`config.mk`:
```
export PLATFORM = sky130hd
export DESIGN_NAME = adc_serial_result_port
export DESIGN_NICKNAME = d
export VERILOG_FILES = /design/src/design/adc_result_pkg.sv /design/src/design/adc_serial_result_port.sv
export VERILOG_INCLUDE_DIRS = /design/src /design/src/design
export SDC_FILE = /design/constraint.sdc
export NUM_CORES = 1
export LEC_CHECK = 0
export ABC_AREA = 0
export BUFFER_PORTS_ARGS = -buffer_cell sky130_fd_sc_hd__buf_2
export CORE_ASPECT_RATIO = 1.5
export CORE_MARGIN = 4
export CORE_UTILIZATION = 23
export DETAILED_ROUTE_END_ITERATION = 10
export REMOVE_ABC_BUFFERS = 1
export SYNTH_ARGS = -nofsm -noshare
export SYNTH_HDL_FRONTEND = slang
export SYNTH_SLANG_ARGS = --single-unit
```
`constraint.sdc`:
```
create_clock -name clock -period 4.6 [get_ports clock]
set_input_delay 0.46 -clock clock [delete_from_list [all_inputs] [get_ports clock]]
set_output_delay 0.46 -clock clock [all_outputs]
set_load 0.005 [all_outputs]
```
`src/design/adc_result_map.svh`:
```
// constants for the serial result port
`ifndef ADC_RESULT_MAP_SVH
`define ADC_RESULT_MAP_SVH
`define RESULT_BITS    14
`define SHIFT_STEPS    15
`define STEP_WIDTH     5
`define STEP_ZERO      5'h0
`define STEP_CLOSE     5'h10
`define RESULT_ZERO    14'h0000
`endif

```
`src/design/adc_result_pkg.sv`:
```
// types for the serial result port
package adc_result_pkg;
  typedef enum logic [1:0] {
    IDLE  = 2'b01,
    SHIFT = 2'b10
  } frame_state_t;
endpackage

```
`src/design/adc_serial_result_port.sv`:
```
// serial result port of the converter: buffer plus shift-out frame
// Notes on behaviour
// - chip select falling starts driving the serial result output
// - chip select high keeps the output floating
// - bits keep coming after select falls until the lsb is out
// - msb first, first bit present before any serial clock edge
// - each later bit is placed on a rising serial clock edge
// - seventeenth rising clock edge floats the output, select low or not
// - a frame ended early floats the output on select rising
// - each frame carries fourteen bits: a buffered conversion value, or zeros when the buffer is empty
`timescale 1ns/100ps
`include "adc_result_map.svh"
module adc_serial_result_port #(
  parameter int WIDTH = `RESULT_BITS
) (
  input  wire logic             clock,
  input  wire logic             reset,
  input  wire logic [WIDTH-1:0] resultData,
  input  wire logic             resultValid,
  output logic                  resultReady,
  input  wire logic             chipSelectN,
  input  wire logic             serialClock,
  output logic                  serialResultOut,
  output logic                  serialResultOe
);
  // two-entry buffer; a word held by a busy link waits here
  logic [WIDTH-1:0] bufMem [2];
  logic             wrPtr;
  logic             rdPtr;
  logic [1:0]       bufCount;
  logic             bufValid;
  logic             bufTake;

  assign resultReady = (bufCount != 2'd2);
  assign bufValid    = (bufCount != 2'd0);

  always_ff @(posedge clock) begin
    if (reset) begin
      wrPtr    <= 1'b0;
      rdPtr    <= 1'b0;
      bufCount <= 2'd0;
    end else begin
      if (resultValid && resultReady) begin
        bufMem[wrPtr] <= resultData;
        wrPtr         <= ~wrPtr;
      end
      if (bufTake) begin
        rdPtr <= ~rdPtr;
      end
      bufCount <= bufCount + 2'(resultValid && resultReady)
                           - 2'(bufTake);
    end
  end

  // pins are foreign to this clock: two flops before use
  logic [1:0] csSync;
  logic [1:0] sckSync;
  logic       csLast;
  logic       sckLast;
  always_ff @(posedge clock) begin
    if (reset) begin
      csSync  <= 2'b11;
      // reset high: a host idling high gives no false rise
      sckSync <= 2'b11;
      csLast  <= 1'b1;
      sckLast <= 1'b1;
    end else begin
      csSync  <= {csSync[0], chipSelectN};
      sckSync <= {sckSync[0], serialClock};
      csLast  <= csSync[1];
      sckLast <= sckSync[1];
    end
  end

  logic csFall;
  logic csHigh;
  logic sckRise;
  assign csHigh  = csSync[1];
  assign csFall  = csLast && !csSync[1];
  assign sckRise = !sckLast && sckSync[1];

  adc_result_pkg::frame_state_t state;
  logic [`STEP_WIDTH-1:0] step;
  logic [WIDTH-1:0]       shiftReg;
  logic                   haveWord;

  // with no word ready the frame sends zeros rather than stalling
  assign bufTake = csFall && bufValid;

  always_ff @(posedge clock) begin
    if (reset) begin
      state           <= adc_result_pkg::IDLE;
      step            <= `STEP_ZERO;
      shiftReg        <= `RESULT_ZERO;
      serialResultOut <= 1'b0;
      serialResultOe  <= 1'b0;
      haveWord        <= 1'b0;
    end else begin
      case (state)
        adc_result_pkg::IDLE: begin
          serialResultOe <= 1'b0;
          if (csFall) begin
            state           <= adc_result_pkg::SHIFT;
            step            <= `STEP_ZERO;
            haveWord        <= bufValid;
            // msb out before any clock edge
            shiftReg        <= bufValid ? bufMem[rdPtr] << 1
                                        : `RESULT_ZERO;
            serialResultOut <= bufValid ? bufMem[rdPtr][WIDTH-1]
                                        : 1'b0;
            serialResultOe  <= 1'b1;
          end
        end
        adc_result_pkg::SHIFT: begin
          if (csHigh) begin
            state          <= adc_result_pkg::IDLE;
            serialResultOe <= 1'b0;
          end else if (sckRise) begin
            step <= step + 5'd1;
            if (step == `STEP_CLOSE) begin
              state          <= adc_result_pkg::IDLE;
              serialResultOe <= 1'b0;
            end else begin
              // past the lsb the line idles low until the close
              serialResultOut <= shiftReg[WIDTH-1];
              shiftReg        <= shiftReg << 1;
            end
          end
        end
        default: begin
          state          <= adc_result_pkg::IDLE;
          serialResultOe <= 1'b0;
        end
      endcase
    end
  end

  // a finished frame with select still low waits for select high
  logic waitHigh;
  always_ff @(posedge clock) begin
    if (reset) begin
      waitHigh <= 1'b0;
    end else if (csHigh) begin
      waitHigh <= 1'b0;
    end else if (state == adc_result_pkg::SHIFT && sckRise
                 && step == `STEP_CLOSE) begin
      waitHigh <= 1'b1;
    end
  end

  property p_float_high;
    @(posedge clock) disable iff (reset)
    csSync[1] && $past(csSync[1]) |-> !serialResultOe;
  endproperty
  a_float_high: assert property (p_float_high)
    else $error("output driven while select high");

  property p_drive_fall;
    @(posedge clock) disable iff (reset)
    csFall && state == adc_result_pkg::IDLE |=> serialResultOe;
  endproperty
  a_drive_fall: assert property (p_drive_fall)
    else $error("select fall did not drive output");

  property p_msb_first;
    @(posedge clock) disable iff (reset)
    csFall && state == adc_result_pkg::IDLE && bufValid
      |=> serialResultOut == $past(bufMem[rdPtr][WIDTH-1]);
  endproperty
  a_msb_first: assert property (p_msb_first)
    else $error("first bit is not the msb");

  property p_change_on_rise;
    @(posedge clock) disable iff (reset)
    state == adc_result_pkg::SHIFT && !sckRise
      |=> $stable(serialResultOut);
  endproperty
  a_change_on_rise: assert property (p_change_on_rise)
    else $error("output changed without rising clock");

  property p_close_17;
    @(posedge clock) disable iff (reset)
    state == adc_result_pkg::SHIFT && !csHigh && sckRise
      && step == `STEP_CLOSE |=> !serialResultOe;
  endproperty
  a_close_17: assert property (p_close_17)
    else $error("output not floated at seventeenth edge");

  property p_stay_closed;
    @(posedge clock) disable iff (reset)
    waitHigh |-> !serialResultOe;
  endproperty
  a_stay_closed: assert property (p_stay_closed)
    else $error("output driven after frame close");

  property p_early_end;
    @(posedge clock) disable iff (reset)
    state == adc_result_pkg::SHIFT && csHigh |=> !serialResultOe;
  endproperty
  a_early_end: assert property (p_early_end)
    else $error("output not floated on select rise");

  property p_hold_low;
    @(posedge clock) disable iff (reset)
    state == adc_result_pkg::SHIFT && !csHigh && step < `SHIFT_STEPS
      |=> serialResultOe;
  endproperty
  a_hold_low: assert property (p_hold_low)
    else $error("output dropped before the lsb");

  property p_buf_bound;
    @(posedge clock) disable iff (reset)
    bufCount <= 2'd2;
  endproperty
  a_buf_bound: assert property (p_buf_bound)
    else $error("buffer overrun");

  // a frame opened on an empty buffer must stay all zeros
  property p_empty_zero;
    @(posedge clock) disable iff (reset)
    state == adc_result_pkg::SHIFT && !haveWord |-> !serialResultOut;
  endproperty
  a_empty_zero: assert property (p_empty_zero)
    else $error("empty frame sent a one");
endmodule

```
==> results of run 1 <==
## logic make-up after synthesis
| group | count (synthesis) |
|---|---|
| DFF | 61 |
| adders and majority gates | 4 |
| muxes | 28 |
| xor gates and xnor gates | 6 |
| AOI/OAI and AO/OA | 30 |
| and+or+nand+nor | 78 |
| buffers and inverters | 19 |
## layer usage
metal  GRT usage (%)  wire [um]
met5               0          0
met4            5.70        140
met3            2.17        163
met2            12.0       2220
met1            8.42       1920
## through the flow
step	utilization, %	std cells
2_1_floorplan	-	211
3_3_place_gp	25.4	380
3_5_place_dp	25.4	380
4_1_cts	28.1	396
5_1_grt	28.1	396
6_report	28.1	396
## flip-flops by register name, summed over array words and instances (netlist names), named ones only
name             flops
step                 5
sckSync              2
serialResultOe       1
rdPtr                1
bufCount             2
csLast               1
shiftReg            13
sckLast              1
serialResultOut      1
state                2
bufMem              28
wrPtr                1
csSync               2
## cell type report
class / count / area share (%)
clock buffers: 10 / 7.69
clock inverters: 6 / 2.01
inverters: 4 / 0.483
multi-input cells: 146 / 32.0
flip-flops and latches: 61 / 48.3
well taps: 147 / 5.92
repair buffers: 22 / 3.62
## worst max-delay path, stage by stage (launching register included)
cell and delay [ps]:
dfxtp_1 330, nor2_1 770, nor3b_1 190, ha_1 350, inv_1 60, ha_1 140
xor2_1 190, xnor2_1 140, nor2_1 50
## path summary, 6_finish.rpt
| kind | depth (start not counted) | end | slack [ps] | from |
|---|---|---|---|---|
| max | 8 | bufCount[1]$_SDFF_PP0_ | 2280 | bufCount[1]$_SDFF_PP0_ |
| min | 2 | csSync[0]$_SDFF_PP1_ | 320 | chipSelectN |
| max reg2reg | 8 | bufCount[1]$_SDFF_PP0_ | 2280 | bufCount[1]$_SDFF_PP0_ |
| min reg2reg | 1 | sckSync[1]$_SDFF_PP1_ | 400 | sckSync[0]$_SDFF_PP1_ |
## cell usage in the layout, fill, tap and decap left out, drive strengths merged, types with 2 or more instances in the layout
| master | Yosys | routed |
|---|---|---|
| xnor2 | 2 | 2 |
| nor3 | 16 | 16 |
| clkbuf | 6 | 10 |
| mux2i | 28 | 28 |
| buf | 9 | 22 |
| nor2b | 2 | 2 |
| xor2 | 4 | 4 |
| ha | 4 | 4 |
| nand2 | 19 | 19 |
| edfxtp | 28 | 28 |
| nor2 | 9 | 9 |
| or2 | 6 | 6 |
| nand2b | 2 | 2 |
| o21ai | 17 | 17 |
| inv | 4 | 4 |
| a31oi | 2 | 2 |
| nor3b | 2 | 2 |
| nand3 | 4 | 4 |
| and2 | 13 | 13 |
| or3 | 2 | 2 |
| clkinvlp | 0 | 2 |
| dfxtp | 33 | 33 |
| clkinv | 0 | 3 |
| a21oi | 3 | 3 |
## cells in the mapped netlist, types with 3 or more instances
cell type,number
nand2_1,19
nor3_1,16
dfxtp_1,33
a21oi_1,3
o21ai_0,16
edfxtp_1,28
clkbuf_1,6
buf_2,5
and2_0,3
and2_1,10
inv_1,4
ha_1,4
xor2_1,4
nor2_1,9
nand3_1,4
or2_2,6
mux2i_1,28
## power breakdown
part | total, mW | leakage [nW] | switching, mW | internal (mW)
Combinational | 0.111 | 0.472 | 0.0640 | 0.0470
Clock | 0.668 | 0.142 | 0.236 | 0.431
Sequential | 0.615 | 0.525 | 0.0159 | 0.599
Total | 1.39 | 1.14 | 0.316 | 1.08
==> metrics.md, run 1 <==
| Metric | Value |
|---|---|
| Outcome | `complete, no violations` |
| Largest cells by area after synthesis | `edfxtp_1 32%, dfxtp_1 25%, mux2i_1 11%` |
| Fin crit period | `roughly 2300 ps` |
| TritonCTS clock tree | `built` |
| Clock skew | `~6.5 ps` |
| Area delta synth->final | `19.7%` |
| Leading area contributor after synthesis | `edfxtp_1` |
| DP HPWL | `approximately 3100 um` |
| Layout cells sized above 1 | `between 10% and 20%` |
| Core Footprint | `11,100 um2` |
| Synth Area in Simple Gates | `around 16%` |
| Final WS setup | `2280 ps` |
| First-pass GRT wire length | `between 7000 and 8000 um` |
| # hold bufs at CTS | `0` |
| # rows | `47` |
| Largest family of logic cells by synthesized area | `simple AND/OR/NAND/NOR gates` |
| Maximum vdd ir drop | `roughly 210 uV` |
| Nets | `267` |
| Ys flop type | `dfxtp_1` |
| Crit path DAT | `approximately 2500 ps` |
| Top-Level Pins | `22` |
| Post-CTS setup buffer count | `0` |
| Total power | `approximately 1.4 mW` |
| Post-synthesis register bit count | `61` |
| Via/cell ratio | `approximately 4.1` |
| Initial antenna violation count | `0` |
| HP Class | `in2reg` |
| Worst slack at placement | `~2300 ps` |
| Filler cells | `1,215` |
| Fmax | `between 400 and 500 MHz` |
| Cell area power density | `449 nW/um2` |
| Slew @ Worst Pin | `roughly 1100 ps` |
| DIE AREA | `13,100 um2` |
| XOR/XNOR Fraction of Synth Area | `under 10%` |
| I/O Buffers | `21` |
| Area share of fa/ha/maj cells after synthesis | `under 10%` |
| Vias | `between 1,500 and 2,000` |
| WL/cell | `11.2 um` |
| Proportion of synthesized area in mux cells | `between 10 and 15%` |
| Post-route cell area | `between 3000 and 4000 um2` |
| Number of global-route vias before repair | `1,683` |
| Post-route setup TNS | `0 ps` |
| Placer Congestion | `~0.67` |
| Required @ worst endpoint | `around 4800 ps` |
| Max Fanout on Critical Path | `15` |
| Unrepaired setup endpoints after global routing | `no` |
| Yosys cell types | `39` |
| Root buffer cell | `clkbuf_16` |
| Worst-skew pair later-pin latency | `roughly 330 ps` |
| Clock tree buffer depth | `2` |
| CTS Sinks | `between 60 and 70` |
| CTS clk-pin slew, worst paths | `around 50 ps` |
| Sequential Area | `around 1500 um2` |
| Final setup viols | `0` |
| Final WL | `approximately 4400 um` |
| Post-synthesis compound-gate area fraction | `under 10%` |
| Iter 0 DRT Violations | `between 60 and 70` |
| FFs w/ async S/R, synth | `0%` |
| Die height | `~140 um` |
| Final period util | `between 50% and 60%` |
| H-tree Lvls | `3` |
| Fin. max-slew vios | `0` |
| Initial core utilization | `a little under a quarter` |
| Register area share after synthesis | `roughly 58%` |
| Global route overflow | `0` |
| CTS buffer count | `9` |
| Max-Cap Viols | `0` |
| Syn Area/Cell | `roughly 11 um2` |
| Final hold violations | `0` |
| DR DRC count | `0` |
| Worst Setup End Kind | `register` |
| Die width | `between 90 and 100 um` |
| Synth Cell Area | `between 2000 and 3000 um2` |
| GRT Total Usage | `7.58%` |
| Leak Pwr | `~1.1 nW` |
| Worst hold margin | `roughly 320 ps` |
| Mapped Cells | `between 200 and 250` |
| EDFF count, synth | `28` |
| Pin count of the biggest net entering global routing | `30` |
| Yosys warnings | `0` |
| Multi-input logic area | `993 um2` |
| Drt first pass iters | `4` |
| Setup Crit Path Kind | `reg2reg` |
| Post-Place Cell Area | `about 2800 um2` |
| Relative slew slack | `between 20 and 30%` |
| CTS resizes | `0` |
| Antenna Cells | `0` |
| Startpoint type of the worst setup path | `register` |
| ANT nets after route | `0` |
| Synth top area share | `between 30% and 40%` |
(Power assumes the default switching activity.)
==> inputs of run 2 (changes only) <==
- clock period: 4.6 -> 2.22 ns (I/O delays scaled with it)
==> run 2 against run 1 <==
Worst hold slack worse by 240 ps. Highest routed layer unchanged. Die area did not move. Combinational power up 130%. Clock power is 80% higher. Cell area shrank 0.12%. Register-to-register slack lost 1800 ps. Critical path depth did not move.
==> metrics.md, run 2 (synthesis results as in run 1) <==
| Metric | Value |
|---|---|
| Dpl cells | `385 (was 380)` |
| Final hold violations | `0 (unchanged)` |
| I/O Buffers | `21 (unchanged)` |
| Pin count of the biggest net entering global routing | `30 (unchanged)` |
| CTS buffer count | `9 (unchanged)` |
| Crit path DAT | `1920 ps (was 2530 ps)` |
| Relative slew slack | `51.1% (was 27.7%)` |
| Fin crit period | `1720 ps (was 2320 ps)` |
| Final setup viols | `0 (unchanged)` |
| M1 GR Usage | `8.43% (was 8.42%)` |
| Worst path bufs/invs | `1 (unchanged)` |
| Cell area power density | `878 nW/um2 (was 449 nW/um2)` |
| Maximum vdd ir drop | `395 uV (was 211 uV)` |
| Critical Path, Cell by Cell | `nor2_1 -> nor3b_1 -> ha_1 -> inv_1 -> ha_1 -> xor2_1 -> xnor2_1 -> nor2_1 (unchanged)` |
| Post-Place Cell Area | `2840 um2 (was 2810 um2)` |
| Fin. max-slew vios | `0 (unchanged)` |
| CTS resizes | `0 (unchanged)` |
| Worst hold margin | `79.8 ps (was 320 ps)` |
| Worst-skew pair later-pin latency | `320 ps (was 330 ps)` |
| CTS clk-pin slew, worst paths | `50 ps (about the same)` |
| Reg2reg path depth | `8 (unchanged)` |
| Initial core utilization | `23.5% (unchanged)` |
| Vias | `1,648 (was 1,619)` |
| Startpoint type of the worst setup path | `register (unchanged)` |
| Max-Cap Viols | `0 (unchanged)` |
| Met2 Use GR | `12.2% (was 12.0%)` |
| # rows | `47 (unchanged)` |
| CP startpoint | `bufCount[1]$_SDFF_PP0_ (unchanged)` |
| Final WL | `4470 um (was 4450 um)` |
| HP Class | `in2reg (unchanged)` |
| DIE AREA | `13,100 um2 (unchanged)` |
| Worst Setup EP | `bufCount[1]$_SDFF_PP0_ (unchanged)` |
| R2r setup slk | `500 ps (was 2280 ps)` |
| Comb power frac | `9.3% (was 8.0%)` |
| DP HPWL | `3050 um (was 3080 um)` |
| GRT met3 Usage | `1.96% (was 2.17%)` |
| Via/cell ratio | `4.11 (was 4.09)` |
| Drt first pass iters | `4 (unchanged)` |
| Die height | `138 um (unchanged)` |
| Setup Crit Path Kind | `reg2reg (unchanged)` |
| Number of global-route vias before repair | `1,662 (was 1,683)` |
| Critical R2R Launch | `bufCount[1]$_SDFF_PP0_ (unchanged)` |
| H-tree Lvls | `3 (unchanged)` |
| Post-route setup TNS | `0 ps (unchanged)` |
| Initial antenna violation count | `0 (unchanged)` |
| Total power | `2.73 mW (was 1.39 mW)` |
| GRT Total Usage | `7.62% (was 7.58%)` |
| Nets | `272 (was 267)` |
| Slowest cell delay on critical path | `360 ps (was 770 ps)` |
| Layout cells sized above 1 | `20.9% (was 19.7%)` |
| DR DRC count | `0 (unchanged)` |
| Reg power frac | `46.5% (was 44.1%)` |
| Clock skew | `7.88 ps (was 6.45 ps)` |
| Fin cells | `401 (was 396)` |
| Worst Setup End Kind | `register (unchanged)` |
| Outcome | `complete, no violations (unchanged)` |
| P_int | `2.10 mW (was 1.08 mW)` |
| Top flop regs | `bufMem: 28 flops, shiftReg: 13 flops, step: 5 flops (unchanged)` |
| Final period util | `77.6% (was 50.5%)` |
| Leak Pwr | `1.15 nW (was 1.14 nW)` |
| Placer Congestion | `0.679 (was 0.675)` |
| Biggest register | `bufMem (unchanged)` |
| CP top delay family | `adder cells (was simple AND/OR/NAND/NOR gates)` |
| Post-CTS setup buffer count | `0 (unchanged)` |
| Slowest CP cell | `dfxtp_1 (was nor2_1)` |
| Global route overflow | `0 (unchanged)` |
| Net Sw Frac | `23.0% (was 22.7%)` |
| Root buffer cell | `clkbuf_16 (unchanged)` |
| Max Fanout on Critical Path | `3 (was 15)` |
| Die width | `94.8 um (unchanged)` |
| CTS Sinks | `61 (unchanged)` |
| R2R Path End | `bufCount[1]$_SDFF_PP0_ (unchanged)` |
| Clock power share | `44.2% (was 47.9%)` |
| ANT nets after route | `0 (unchanged)` |
| Unrepaired setup endpoints after global routing | `no (unchanged)` |
| Area delta synth->final | `19.5% (was 19.7%)` |
| Most frequent cells in the layout | `33 x dfxtp_1, 28 x mux2i_1, 28 x edfxtp_1 (unchanged)` |
| Commonest non-fill, non-tap cell in the layout | `dfxtp_1 (unchanged)` |
| First-pass GRT wire length | `7640 um (was 7710 um)` |
| Antenna Cells | `0 (unchanged)` |
| Iter 0 DRT Violations | `68 (was 63)` |
| Required @ worst endpoint | `2420 ps (was 4800 ps)` |
| Clock tree buffer depth | `2 (unchanged)` |
| Post-route cell area | `3100 um2 (was 3110 um2)` |
| WL/cell | `11.1 um (was 11.2 um)` |
| Max reg flops | `28 (unchanged)` |
| Busiest grt layer | `met2 (unchanged)` |
| Top-Level Pins | `22 (unchanged)` |
| TritonCTS clock tree | `built (unchanged)` |
| Cell depth of the worst setup path | `8 (unchanged)` |
| Switch Pwr | `0.628 mW (was 0.316 mW)` |
| Fmax | `580 MHz (was 430 MHz)` |
| # hold bufs at CTS | `0 (unchanged)` |
| Core Footprint | `11,100 um2 (unchanged)` |
| Slew @ Worst Pin | `733 ps (was 1080 ps)` |
[run 2: final cells by class]
| cell class | count | area, um2 |
|---|---|---|
| clock buffer | 11 | 233 |
| clock inverter | 5 | 27.5 |
| fill | 1214 | 7950 |
| inverter | 4 | 15.0 |
| multi-input combinational | 146 | 993 |
| sequential | 61 | 1500 |
| tap | 147 | 184 |
| timing repair buffer | 27 | 150 |
[run 2: power by group through the flow]
stage	sequential, mW	clock [mW]	combinational [mW]
after global routing	1.27	1.29	0.290
after global placement	1.29	0	0.253
final	1.27	1.20	0.254
after CTS	1.27	1.25	0.261
after detailed placement	1.29	0	0.261
after floorplan	1.29	0	0.161
[run 2: worst min path at each step]
stage	endpoint	depth (start not counted)	slack (ps)	from
2_1_floorplan	state[1]$_SDFFE_PP0P_	1	290	reset
3_3_place_gp	sckSync[1]$_SDFF_PP1_	1	390	sckSync[0]$_SDFF_PP1_
3_5_place_dp	csSync[1]$_SDFF_PP1_	1	390	csSync[0]$_SDFF_PP1_
4_1_cts	sckSync[0]$_SDFF_PP1_	2	60	serialClock
5_1_grt	sckSync[0]$_SDFF_PP1_	2	70	serialClock
6_report	sckSync[0]$_SDFF_PP1_	2	80	serialClock
[run 2: stage by stage]
stage	utilization [%]	worst slack, ps
final	28.1	497
after global routing	28.1	324
after floorplan	-	125
after global placement	25.7	561
after CTS	28.1	460
after detailed placement	25.7	476
[run 2: routing by layer]
metal	vias to the layer above	wire, um	part of all wire (%)
met5	-	0	0
li1	842	-	-
met2	18	2310	52
met1	782	1930	43
met3	6	112	2.5
met4	0	112	2.5
==> inputs of run 3 (changes only) <==
- clock period: 2.22 -> 1.4 ns (I/O delays scaled with it)
==> run 3 against run 2 <==
Sequential cell count did not move. The run now ends with setup timing left. Critical endpoint unchanged. Worst setup slack got worse by 640 ps. Non-clock buffer count rose by 39. Via count rose by 8.8%. Global-route usage rose by 1.2 points. Die area did not move. Clock power rose by 99%.
==> metrics.md, run 3 (synthesis results as in run 1) <==
| Metric | Value |
|---|---|
| Cell mode on critical path | `ha_4` |
| Cell area power density | `1370 nW/um2 (was 878 nW/um2)` |
| Relative slew slack | `82.2% (was 51.1%)` |
| Final WL | `5140 um (was 4470 um)` |
| First-pass GRT wire length | `8670 um (was 7640 um)` |
| Top-Level Pins | `22 (unchanged)` |
| Drt first pass iters | `4 (unchanged)` |
| Violated checks | `setup timing` |
| Comb power frac | `12.9% (was 9.3%)` |
| Worst Setup End Kind | `register (unchanged)` |
| Unrepaired setup endpoints after global routing | `yes (was no)` |
| Max reg flops | `28 (unchanged)` |
| Most frequent cells in the layout | `28 x mux2i_1, 28 x edfxtp_1, 26 x dfxtp_1 (was 33 x dfxtp_1, 28 x mux2i_1, 28 x edfxtp_1)` |
| DP HPWL | `3390 um (was 3050 um)` |
| Final WS setup | `-142 ps (was 497 ps)` |
| GRT Total Usage | `8.82% (was 7.62%)` |
| Post-route cell area | `3680 um2 (was 3100 um2)` |
| Critical Path, Cell by Cell | `buf_6 -> nand2b_4 -> nand2_4 -> ha_4 -> inv_4 -> ha_4 -> xor2_2 -> xnor2_1 -> nor2_1 (was nor2_1 -> nor3b_1 -> ha_1 -> inv_1 -> ha_1 -> xor2_1 -> xnor2_1 -> nor2_1)` |
| Leak Pwr | `1.40 nW (was 1.15 nW)` |
| Clock power share | `47.3% (was 44.2%)` |
| Antenna Cells | `0 (unchanged)` |
| ANT nets after route | `0 (unchanged)` |
| Nets | `311 (was 272)` |
| Crit path DAT | `1750 ps (was 1920 ps)` |
| Core Footprint | `11,100 um2 (unchanged)` |
| TritonCTS clock tree | `built (unchanged)` |
| Required @ worst endpoint | `1610 ps (was 2420 ps)` |
| Placer Congestion | `0.714 (was 0.679)` |
| CTS buffer count | `9 (unchanged)` |
| Max Fanout on Critical Path | `2 (was 3)` |
| Fmax | `649 MHz (was 580 MHz)` |
| Final setup viols | `43 (was 0)` |
| CTS Sinks | `61 (unchanged)` |
| CTS clk-pin slew, worst paths | `50 ps (about the same)` |
| Reg power frac | `39.9% (was 46.5%)` |
| Vias | `1,793 (was 1,648)` |
| Setup Crit Path Kind | `reg2reg (unchanged)` |
| Filler cells | `1,168 (was 1,214)` |
| Area delta synth->final | `41.6% (was 19.5%)` |
| I/O Buffers | `21 (unchanged)` |
| Initial antenna violation count | `0 (unchanged)` |
| Initial core utilization | `23.5% (unchanged)` |
| Pin count of the biggest net entering global routing | `29 (was 30)` |
| Root buffer cell | `clkbuf_16 (unchanged)` |
| Die height | `138 um (unchanged)` |
| Clock tree buffer depth | `2 (unchanged)` |
| Die width | `94.8 um (unchanged)` |
| Layout cells sized above 1 | `34.5% (was 20.9%)` |
| P_int | `3.92 mW (was 2.10 mW)` |
| # rows | `47 (unchanged)` |
| H-tree Lvls | `3 (unchanged)` |
| Switch Pwr | `1.13 mW (was 0.628 mW)` |
| Worst-skew pair later-pin latency | `330 ps (was 320 ps)` |
| Final period util | `110% (was 77.6%)` |
| Iter 0 DRT Violations | `47 (was 68)` |
| DIE AREA | `13,100 um2 (unchanged)` |
| Number of global-route vias before repair | `1,874 (was 1,662)` |
| WL/cell | `11.7 um (was 11.1 um)` |
| Net Sw Frac | `22.4% (was 23.0%)` |
| HP Class | `in2reg (unchanged)` |
| Dpl cells | `403 (was 385)` |
| Top flop regs | `bufMem: 28 flops, shiftReg: 13 flops, step: 5 flops (unchanged)` |
| Startpoint type of the worst setup path | `register (unchanged)` |
| Fin crit period | `1540 ps (was 1720 ps)` |
| Fin. max-slew vios | `0 (unchanged)` |
| Global route overflow | `0 (unchanged)` |
| Outcome | `finished with violations (was complete, no violations)` |
| Clock skew | `7.61 ps (was 7.88 ps)` |
| Post-Place Cell Area | `3040 um2 (was 2840 um2)` |
| Maximum vdd ir drop | `727 uV (was 395 uV)` |
| Slowest CP cell | `dfxtp_2 (was dfxtp_1)` |
| Slowest cell delay on critical path | `340 ps (was 360 ps)` |
| Via/cell ratio | `4.08 (was 4.11)` |
| Max-Cap Viols | `0 (unchanged)` |
| Final hold violations | `0 (unchanged)` |
| DR DRC count | `0 (unchanged)` |
| Slew @ Worst Pin | `266 ps (was 733 ps)` |
| Biggest register | `bufMem (unchanged)` |
| Fin cells | `440 (was 401)` |
[run 3: final timing paths]
kind	start	slack (ps)	end	cells past startpoint
max	bufCount[0]$_SDFF_PP0_	-140	bufCount[1]$_SDFF_PP0_	9
min reg2reg	sckSync[0]$_SDFF_PP1_	410	sckSync[1]$_SDFF_PP1_	1
min	resultData[8]	8	bufMem[0][8]$_DFFE_PP_	1
max reg2reg	bufCount[0]$_SDFF_PP0_	-140	bufCount[1]$_SDFF_PP0_	9
[run 3: layout make-up]
cell class / count / area (um2) / area share (%)
sequential: 61 / 1510 / 41.1
multi-input combinational: 146 / 1080 / 29.4
timing repair buffer: 66 / 559 / 15.2
clock buffer: 10 / 239 / 6.50
tap: 147 / 184 / 5.00
clock inverter: 6 / 86.3 / 2.35
inverter: 4 / 17.5 / 0.476
[run 3: layer usage]
| metal | routed length [um] | global-route usage, % | up-vias |
|---|---|---|---|
| li1 | - | - | 920 |
| met1 | 2070 | 8.85 | 837 |
| met4 | 177 | 6.62 | 0 |
| met2 | 2760 | 15.3 | 25 |
| met3 | 125 | 2.12 | 11 |
| met5 | 0 | 0 | - |
[run 3: per-stage QoR]
step           hold WS [ps]  setup TNS, ps  total power, mW  util [%]  setup slack (ps)
2_1_floorplan           209         -25580             2.30         -              -695
3_3_place_gp            322          -1610             2.51      27.5              -128
3_5_place_dp            325          -3720             2.53      27.5              -228
4_1_cts               0.547          -2500             5.07      33.2              -142
5_1_grt                2.16          -4990             5.26      33.3              -201
6_report               8.34          -2660             5.05      33.3              -142
[run 3: power groups by stage]
| stage | registers (mW) | clock network, mW | logic (mW) |
|---|---|---|---|
| global placement | 2.03 | 0 | 0.477 |
| CTS | 2.01 | 2.43 | 0.626 |
| global route | 2.02 | 2.52 | 0.720 |
| detailed placement | 2.04 | 0 | 0.492 |
| floorplan | 2.05 | 0 | 0.256 |
| finish | 2.01 | 2.39 | 0.650 |
[run 3: worst max-delay path: cells and delay by family, from the launching register on]
kind	cells	cell delay [ps]
adder cells (fa/ha/maj)	2	420
flip-flops	1	340
XOR/XNOR	2	280
AND/OR/NAND/NOR	3	260
buffers and inverters	2	130
[run 3: repair_timing]
item | in CTS | in global routing
gates resized for setup | 23 | 11
pin swaps | 14 | 8
endpoints found under the setup margin | 47 | 50
cloned | 1 | 0
hold endpoints to repair | 25 | 0
buffers inserted | 7 | 2
hold buffers | 14 | 0
